**src/core/eidr_pkg.sv**
```systemverilog
package eidr_pkg;

  // ==========================================================================
  // Machine cycle and call timing
  // ==========================================================================
  // One machine cycle is six states; each state lasts one clock here.
  localparam int MC_STATES = 6;
  localparam int CALL_MC = 2;
  localparam int CALL_CLKS = CALL_MC * MC_STATES;
  localparam logic [3:0] CALL_LAST = 4'(CALL_CLKS - 1);
  localparam int MAX_EXT = 8;
  localparam int VID_W = 3;

  typedef enum logic [2:0] {
    EIDR_S1 = 3'b000,
    EIDR_S2 = 3'b001,
    EIDR_S3 = 3'b010,
    EIDR_S4 = 3'b011,
    EIDR_S5 = 3'b100,
    EIDR_S6 = 3'b101
  } eidr_mc_t;

  typedef enum logic [0:0] {
    EIDR_IDLE = 1'b0,
    EIDR_CALL = 1'b1
  } eidr_call_t;

  // ==========================================================================
  // Register map
  // ==========================================================================
  localparam logic [7:0] OFS_TRIGGER = 8'h00;
  localparam logic [7:0] OFS_ENABLE = 8'h04;
  localparam logic [7:0] OFS_PRIORITY = 8'h08;
  localparam logic [7:0] OFS_FLAGS = 8'h0C;
  localparam logic [7:0] OFS_PROGRESS = 8'h10;
  localparam logic [7:0] OFS_EVT_STATUS = 8'h14;
  localparam logic [7:0] OFS_EVT_MASK = 8'h18;
  localparam int GLOBAL_EN_BIT = 31;
  localparam int EVT_TAKEN_BIT = 0;
  localparam int EVT_LOST_BIT = 1;
  localparam int EVT_W = 2;
  localparam logic [31:0] RST_WORD = 32'h0000_0000;
  localparam logic [EVT_W-1:0] RST_EVT = 2'h0;

endpackage : eidr_pkg

```
**src/core/eidr_pin_sync.sv**
```systemverilog
`timescale 1ns/10ps
`default_nettype none
module eidr_pin_sync #(
  parameter int WIDTH = 7
) (
  // Clock and reset
  input wire logic clk,
  input wire logic rst_b,
  // Asynchronous pins and their synchronised request levels
  input wire logic [WIDTH-1:0] pin_n,
  output logic [WIDTH-1:0] req
);

  // ==========================================================================
  // Two-stage synchroniser
  // ==========================================================================
  // Pins idle high, so the stages reset to the idle level.
  logic [WIDTH-1:0] meta_r;
  logic [WIDTH-1:0] stable_r;

  always_ff @(posedge clk) begin
    if (!rst_b) begin
      meta_r <= {WIDTH{1'b1}};
      stable_r <= {WIDTH{1'b1}};
    end else begin
      meta_r <= pin_n;
      stable_r <= meta_r;
    end
  end

  // The request is the inverted, settled pin level.
  assign req = ~stable_r;

endmodule : eidr_pin_sync
`default_nettype wire

```
**src/core/eidr_top.sv**
```systemverilog
`timescale 1ns/10ps
`default_nettype none
// How it works
// Each external source has its own trigger type select bit choosing level or falling-edge mode.
// The source holds each pin level for at least one machine cycle so a sample catches it.
// For edge mode the source holds the pin high one machine cycle and then low one machine cycle.
// In edge mode a falling pin sets the request flag and taking the call clears it.
// In level mode the source keeps the pin low until the call and releases it before returning.
// Inverted pin levels are latched into the flags at state five and polled the next cycle.
// An unblocked polled request starts a call that lasts exactly two machine cycles.
// At least three whole machine cycles pass between a request and the first handler fetch.
// A poll that is not in the final cycle of an instruction waits for that instruction to end.
// A return or an enable or priority access lets one more instruction finish before vectoring. The code counts only enable or priority writes, not reads.
// With a single source the response is more than three and less than nine machine cycles.
// No request is taken while one of equal level runs, nor right after a return.
// A request denied while blocked is forgotten if its flag has dropped by the next poll.
// A high level request preempts a low level handler but low never preempts low.
// Software may write the request flags with the same effect as the hardware.
module eidr_top import eidr_pkg::*; #(
  parameter int NUM_EXT = 7
) (
  // Clock and reset
  input wire logic clk,
  input wire logic rst_b,
  // APB slave
  input wire logic psel,
  input wire logic penable,
  input wire logic pwrite,
  input wire logic [7:0] paddr,
  input wire logic [31:0] pwdata,
  output logic [31:0] prdata,
  output logic pready,
  output logic pslverr,
  // External request pins, active low
  input wire logic [NUM_EXT-1:0] external_request_pin_n,
  // CPU sequencing, same clock
  input wire logic instr_last_cycle,
  input wire logic instr_special,
  input wire logic return_from_interrupt_instr,
  // Vectoring and interrupt outputs
  output logic call_active,
  output logic [VID_W-1:0] vector_id,
  output logic [1:0] level_in_progress,
  output logic irq
);

  // ==========================================================================
  // Helpers
  // ==========================================================================
  // Lowest index wins within a priority level.
  function automatic logic [VID_W-1:0] first_set(input logic [MAX_EXT-1:0] v);
    logic [VID_W-1:0] r;
    r = '0;
    for (int i = MAX_EXT - 1; i >= 0; i--) begin
      if (v[i]) begin
        r = i[VID_W-1:0];
      end
    end
    return r;
  endfunction : first_set

  // ==========================================================================
  // Pin sampling
  // ==========================================================================
  logic [NUM_EXT-1:0] req_s;


  eidr_pin_sync #(.WIDTH(NUM_EXT)) u_sync (
    .clk(clk),
    .rst_b(rst_b),
    .pin_n(external_request_pin_n),
    .req(req_s)
  );

  // ==========================================================================
  // Machine cycle sequencer
  // ==========================================================================
  eidr_mc_t mc_r;
  logic s5_w, s6_w;

  always_ff @(posedge clk) begin
    if (!rst_b) begin
      mc_r <= EIDR_S1;
    end else begin
      case (mc_r)
        EIDR_S1: mc_r <= EIDR_S2;
        EIDR_S2: mc_r <= EIDR_S3;
        EIDR_S3: mc_r <= EIDR_S4;
        EIDR_S4: mc_r <= EIDR_S5;
        EIDR_S5: mc_r <= EIDR_S6;
        default: mc_r <= EIDR_S1;
      endcase
    end
  end

  assign s5_w = (mc_r == EIDR_S5);
  assign s6_w = (mc_r == EIDR_S6);

  // ==========================================================================
  // Register bus
  // ==========================================================================
  logic [NUM_EXT-1:0] trig_r, enable_r, prio_r;
  logic global_en_r;
  logic [NUM_EXT-1:0] flag_r, flag_nxt;
  logic [EVT_W-1:0] evt_r, evt_nxt, evt_mask_r;
  logic prog_lo_r, prog_hi_r;
  logic access_w, wr_w, mapped_w;
  logic [31:0] rd_word;

  assign access_w = psel && penable && pready;
  assign wr_w = access_w && pwrite;

  always_comb begin
    mapped_w = 1'b1;
    rd_word = RST_WORD;
    case (paddr)
      OFS_TRIGGER: rd_word = 32'(trig_r);
      OFS_ENABLE: rd_word = 32'(enable_r) | (32'(global_en_r) << GLOBAL_EN_BIT);
      OFS_PRIORITY: rd_word = 32'(prio_r);
      OFS_FLAGS: rd_word = 32'(flag_r);
      OFS_PROGRESS: rd_word = {30'h0000_0000, prog_hi_r, prog_lo_r};
      OFS_EVT_STATUS: rd_word = 32'(evt_r);
      OFS_EVT_MASK: rd_word = 32'(evt_mask_r);
      default: mapped_w = 1'b0;
    endcase
  end

  // One wait state: the answer comes in the second access cycle.
  always_ff @(posedge clk) begin
    if (!rst_b) begin
      pready <= 1'b0;
      prdata <= RST_WORD;
      pslverr <= 1'b0;
    end else begin
      pready <= psel && penable && !pready;
      pslverr <= psel && penable && !pready && !mapped_w;
      if (psel && penable && !pready) begin
        prdata <= pwrite ? RST_WORD : rd_word;
      end
    end
  end

  always_ff @(posedge clk) begin
    if (!rst_b) begin
      trig_r <= '0;
      enable_r <= '0;
      global_en_r <= 1'b0;
      prio_r <= '0;
      evt_mask_r <= RST_EVT;
    end else if (wr_w) begin
      case (paddr)
        OFS_TRIGGER: trig_r <= pwdata[NUM_EXT-1:0];
        OFS_ENABLE: begin
          enable_r <= pwdata[NUM_EXT-1:0];
          global_en_r <= pwdata[GLOBAL_EN_BIT];
        end
        OFS_PRIORITY: prio_r <= pwdata[NUM_EXT-1:0];
        OFS_EVT_MASK: evt_mask_r <= pwdata[EVT_W-1:0];
        default: begin
        end
      endcase
    end
  end

  // ==========================================================================
  // Request flags
  // ==========================================================================
  logic [NUM_EXT-1:0] req_prev_r, poll_r;
  logic take_w;
  logic [VID_W-1:0] take_idx;

  // A sample at state five wins over a software write or a call clear.
  always_comb begin
    flag_nxt = flag_r;
    if (wr_w && paddr == OFS_FLAGS) begin
      flag_nxt = pwdata[NUM_EXT-1:0];
    end
    if (take_w && trig_r[take_idx]) begin
      flag_nxt[take_idx] = 1'b0;
    end
    if (s5_w) begin
      for (int i = 0; i < NUM_EXT; i++) begin
        if (!trig_r[i]) begin
          flag_nxt[i] = req_s[i];
        end else if (req_s[i] && !req_prev_r[i]) begin
          flag_nxt[i] = 1'b1;
        end
      end
    end
  end

  // The poll copy takes the flags as they stood at the previous sample.
  always_ff @(posedge clk) begin
    if (!rst_b) begin
      flag_r <= '0;
      req_prev_r <= '0;
      poll_r <= '0;
    end else begin
      flag_r <= flag_nxt;
      if (s5_w) begin
        req_prev_r <= req_s;
        poll_r <= flag_r;
      end
    end
  end

  // ==========================================================================
  // Poll and vector decision
  // ==========================================================================
  eidr_call_t call_st_r;
  logic [3:0] call_cnt_r;
  logic special_pend_r;
  logic [NUM_EXT-1:0] cand_w, hi_w, lo_w;
  logic gate_w;
  logic take_hi_w, take_lo_w;
  logic [NUM_EXT-1:0] denied_r;
  logic lost_w;

  assign cand_w = poll_r & enable_r & {NUM_EXT{global_en_r}};
  assign hi_w = cand_w & prio_r;
  assign lo_w = cand_w & ~prio_r;

  assign gate_w = s6_w && call_st_r == EIDR_IDLE && instr_last_cycle && !instr_special &&
                  !special_pend_r;
  assign take_hi_w = gate_w && (|hi_w) && !prog_hi_r;
  assign take_lo_w = gate_w && !(|hi_w) && (|lo_w) && !prog_hi_r && !prog_lo_r;
  assign take_w = take_hi_w || take_lo_w;
  assign take_idx = first_set(MAX_EXT'(take_hi_w ? hi_w : lo_w));
  assign lost_w = s6_w && |(denied_r & ~cand_w);

  // An enable or priority write acts like such an instruction in progress.
  always_ff @(posedge clk) begin
    if (!rst_b) begin
      special_pend_r <= 1'b0;
    end else if (wr_w && (paddr == OFS_ENABLE || paddr == OFS_PRIORITY)) begin
      special_pend_r <= 1'b1;
    end else if (s6_w && instr_last_cycle) begin
      special_pend_r <= 1'b0;
    end
  end

  // Denied requests are only watched for reporting; nothing re-raises them.
  always_ff @(posedge clk) begin
    if (!rst_b) begin
      denied_r <= '0;
    end else if (s6_w) begin
      denied_r <= take_w ? (cand_w & ~(NUM_EXT'(1) << take_idx)) : cand_w;
    end
  end


  always_ff @(posedge clk) begin
    if (!rst_b) begin
      call_st_r <= EIDR_IDLE;
      call_cnt_r <= '0;
      vector_id <= '0;
    end else begin
      case (call_st_r)
        EIDR_IDLE: begin
          if (take_w) begin
            call_st_r <= EIDR_CALL;
            call_cnt_r <= '0;
            vector_id <= take_idx;
          end
        end
        EIDR_CALL: begin
          call_cnt_r <= call_cnt_r + 4'h1;
          if (call_cnt_r == CALL_LAST) begin
            call_st_r <= EIDR_IDLE;
          end
        end
        default: call_st_r <= EIDR_IDLE;
      endcase
    end
  end

  assign call_active = (call_st_r == EIDR_CALL);

  // A return ends the highest level in progress.
  always_ff @(posedge clk) begin
    if (!rst_b) begin
      prog_lo_r <= 1'b0;
      prog_hi_r <= 1'b0;
    end else begin
      if (take_hi_w) begin
        prog_hi_r <= 1'b1;
      end else if (return_from_interrupt_instr && prog_hi_r) begin
        prog_hi_r <= 1'b0;
      end
      if (take_lo_w) begin
        prog_lo_r <= 1'b1;
      end else if (return_from_interrupt_instr && !prog_hi_r) begin
        prog_lo_r <= 1'b0;
      end
    end
  end

  assign level_in_progress = {prog_hi_r, prog_lo_r};

  // ==========================================================================
  // Event status and interrupt output
  // ==========================================================================
  always_comb begin
    evt_nxt = evt_r;
    if (wr_w && paddr == OFS_EVT_STATUS) begin
      evt_nxt = evt_r & ~pwdata[EVT_W-1:0];
    end
    // Set wins over a clear written in the same cycle.
    evt_nxt[EVT_TAKEN_BIT] = evt_nxt[EVT_TAKEN_BIT] | take_w;
    evt_nxt[EVT_LOST_BIT] = evt_nxt[EVT_LOST_BIT] | lost_w;
  end

  always_ff @(posedge clk) begin
    if (!rst_b) begin
      evt_r <= RST_EVT;
      irq <= 1'b0;
    end else begin
      evt_r <= evt_nxt;
      irq <= |(evt_nxt & evt_mask_r);
    end
  end
endmodule : eidr_top
`default_nettype wire

```
**config.mk**
```make
export PLATFORM = sky130hd
export DESIGN_NAME = eidr_top
export DESIGN_NICKNAME = d
export VERILOG_FILES = /design/src/core/eidr_pkg.sv /design/src/core/eidr_pin_sync.sv /design/src/core/eidr_top.sv
export SDC_FILE = /design/constraint.sdc
export NUM_CORES = 1
export LEC_CHECK = 0
export BUFFER_PORTS_ARGS = -buffer_cell sky130_fd_sc_hd__buf_2
export CORE_MARGIN = 2
export CORE_UTILIZATION = 41
export CTS_BUF_LIST = sky130_fd_sc_hd__clkbuf_2
export CTS_CLUSTER_DIAMETER = 100
export DETAILED_ROUTE_END_ITERATION = 8
export GPL_ROUTABILITY_DRIVEN = 0
export PLACE_DENSITY = 0.62
export SYNTH_ARGS = -nofsm -noshare
export SYNTH_HDL_FRONTEND = slang
export SYNTH_SLANG_ARGS = --single-unit
```
**constraint.sdc**
```tcl
create_clock -name clk -period 2.4 [get_ports clk]
set_clock_uncertainty 0.05 [all_clocks]
set_input_delay 0.24 -clock clk [delete_from_list [all_inputs] [get_ports clk]]
set_output_delay 0.24 -clock clk [all_outputs]
set_load 0.1 [all_outputs]
```
==> flow_metrics.tcl <==
set metrics [dict create \
    status "complete, but fails checks" \
    violations "negative setup slack" \
    worst_setup_path_start_kind "flip-flop" \
    required_ns 2.85 \
    internal-power_uw 1810 \
    gr-usage-all-layers 0.245 \
    initial_core_util 0.423 \
    synthTopCellsByArea "dfxtp_1, a21oi_1, nand2_1, buf_4, nand3_1" \
    power_frac_comb 0.139 \
    dpl.cell_count 773 \
    cts_tree "done" \
    clk_path_buf_depth 2 \
    sw_frac_of_total 0.309 \
    fin_crit_ns 2.65 \
    synth_commonest_cells "dfxtp_1, a21oi_1, nand2_1, nor2_1, nand3_1" \
    worstPathCellList "nand3_4 > o2111ai_4 > o21a_1 > a221oi_2 > or4_4 > or3_4 > a31oi_4 > o211ai_1" \
    worst-path-buf-inv 0 \
    drt-total-wl_um 14200 \
    fillers 938 \
    hpwlAfterDp_um 9750 \
    dieArea_um2 11500 \
    synth.distinct_cells 56 \
    syn_area_um2 4370 \
    core_um2 10300 \
    p_seq_frac 0.606 \
    fin_crit_sh 1.10 \
    grt_start_max_net_pins 33 \
    path_class "flip-flop to flip-flop" \
    synthArstFlopShare 0 \
    cts-buffers-inserted 9 \
    dpl-instance-area_um2 5190 \
    cp_top_family "simple AND/OR/NAND/NOR gates" \
    ant_nets 0 \
    hold_path.class "input port to flip-flop" \
    antenna_found_initial 0 \
    synth_most_common_cell "dfxtp_1" \
    drt-pass1-iter-count 6 \
    grt_pass1_vias 4393 \
    synth_top_area_cell "dfxtp_1" \
    grt-ovfl-total 0 \
    num_antenna_cells 0 \
    vias 4655 \
    drt-initial-drc-count 449 \
    rsz0062_at_grt "true" \
    worst_pin_slew_ns 0.778 \
    fmax_mhz 378 \
    cts_root_buf "clkbuf_2" \
    num_io_pins 96 \
    cp.arrival_ns 3.10 \
    multi_input_area_um2 2540 \
    clk_latency_ns 0.59 \
    yosysTopAreaCellShare 0.426 \
    row_count 37 \
    powerDensity_nw_per_um2 438 \
    grt_pass1_wl_um 22000 \
    postSynthAreaPerCell_um2 8.03 \
    p_leak_uw 0.00232 \
    regArea_um2 1870 \
    crit_path_max_incr_delay_ns 0.59 \
    portBuffers 47 \
    area_growth_pct 37.1 \
    final-hold-violation-count 0 \
    ys_warn_count 0 \
    design_area_um2 5990 \
    netlist_instances 544 \
    slew_headroom 0.478 \
    die_w_um 107 \
    critical_path.max_fanout 5 \
    p_clk_frac 0.255 \
    slowest_stage "or4_4" \
    setup_violations 12 \
    synth-main-ff-cell "dfxtp_1" \
    ys_ff_latch 93 \
    finalWorstSetupSlack_ns -0.246 \
    clk_pin_slew_ns 0.24 \
    ir_drop_mv 0.385 \
    fp.dieH_um 107 \
    wl_per_cell_um 16.9 \
    fin_nets 751 \
    cts_max_level 3 \
    viasPerCell 5.57 \
    finalPower_uw 2620 \
    drc 0 \
    maxSlewViolCount 0 \
    synth-edff-count 0 \
    holdWs_ns 0.0441 \
    worst_setup_path_end_kind "flip-flop" \
    clkSinkCount 93 \
    fin_cells 836 \
    power_switching_uw 809 \
    maxCapViolCount 0 \
    yosysSeqAreaShare 0.426 \
    drive_gt1_frac 0.299 \
]
[state kept, by name, summed over array words and instances, names as in the netlist, 4 cells and up]
name             cells
poll_r               7
req_prev_r           7
prio_r               7
call_cnt_r           4
u_sync.meta_r        7
flag_r               7
u_sync.stable_r      7
enable_r             7
prdata               8
denied_r             7
trig_r               7
[routing by layer]
metal	vias up	global-route usage	routed length, um
met5	-	0	0
met4	0	0.0853	433
met3	40	0.0486	1060
met2	203	0.412	6850
met1	2203	0.313	5830
li1	2209	-	-
[cells by family (layout without fill, tap and decap cells)]
| kind of cell | count (synthesis) | count (layout) | share of synthesized area |
|---|---|---|---|
| simple gates | 222 | 222 | 0.242 |
| mux | 6 | 6 | 0.0143 |
| xor+xnor | 4 | 4 | 0.00802 |
| compound gates | 157 | 157 | 0.229 |
| other cells | 1 | 24 | 0.000859 |
| flops | 93 | 93 | 0.426 |
| buf+inv | 60 | 193 | 0.0765 |
| fa+ha+maj | 1 | 1 | 0.00286 |
[power groups by stage]
stage	clock network [uW]	logic [uW]	registers, uW
after floorplan	0	267	1630
after global placement	0	320	1620
after detailed placement	0	324	1620
after CTS	687	360	1590
after global routing	753	384	1590
final	668	364	1590
[area by class of cell]
type	instances	share of cell area
inverters	6	0.00376
repair buffers	171	0.217
flip-flops and latches	93	0.313
multi-input cells	414	0.424
clock inverters	4	0.00439
clock buffers	12	0.0100
well taps	136	0.0284
[cells in the final DEF (no fill, tap or decap), types with 3 or more instances in the layout]
cell           instances
a211o_1                5
a211oi_1               9
a21o_1                 3
a21oi_1               71
a222oi_1               3
a22oi_1               18
a31oi_1                6
and2_1                 3
and3_1                 3
buf_2                 47
buf_4                 82
buf_6                 14
clkbuf_2              12
clkinvlp_4             3
conb_1                24
dfxtp_1               87
dfxtp_2                4
dlygate4sd3_1         27
inv_1                  5
mux2i_1                4
nand2_1               68
nand2b_1              15
nand3_1               35
nand3_2                5
nand3b_1               7
nand4_1                8
nor2_1                47
nor3_1                 3
nor3_2                 3
o211ai_1               9
o21ai_0                5
xnor2_1                3
[path summary, 6_finish.rpt]
check        slack, ns                         from                       endpoint  cells after the start
max              -0.25     enable_r[2]$_SDFFE_PN0P_           flag_r[5]$_SDFF_PN0_                      8
min               0.04             instr_last_cycle    special_pend_r$_SDFFE_PN0P_                      5
max reg2reg      -0.25     enable_r[2]$_SDFFE_PN0P_           flag_r[5]$_SDFF_PN0_                      8
min reg2reg       0.39  u_sync.meta_r[1]$_SDFF_PN1_  u_sync.stable_r[1]$_SDFF_PN1_                      1
[metrics by stage]
step / TNS [ns] / worst slack, ns / utilization
5_1_grt: -3.24 / -0.304 / 0.580
2_1_floorplan: -0.600 / -0.170 / -
6_report: -2.26 / -0.246 / 0.580
4_1_cts: -1.71 / -0.161 / 0.556
3_5_place_dp: -4.50 / -0.418 / 0.503
3_3_place_gp: -3.68 / -0.317 / 0.503
[timing repair]
item,4_1_cts,5_1_grt
resized for setup,23,45
pin swaps,14,26
endpoints found under the hold margin,41,0
endpoints found under the setup margin,21,23
setup buffers,13,10
hold buffers,27,0
[worst reg2reg max path: stages, from the launching register on]
cell and delay (ns):
dfxtp_1 0.49, nand3_4 0.11, o2111ai_4 0.30, o21a_1 0.22, a221oi_2 0.09, or4_4 0.59
or3_4 0.42, a31oi_4 0.19, o211ai_1 0.10
Note: power is estimated with default switching activity, not from simulation.
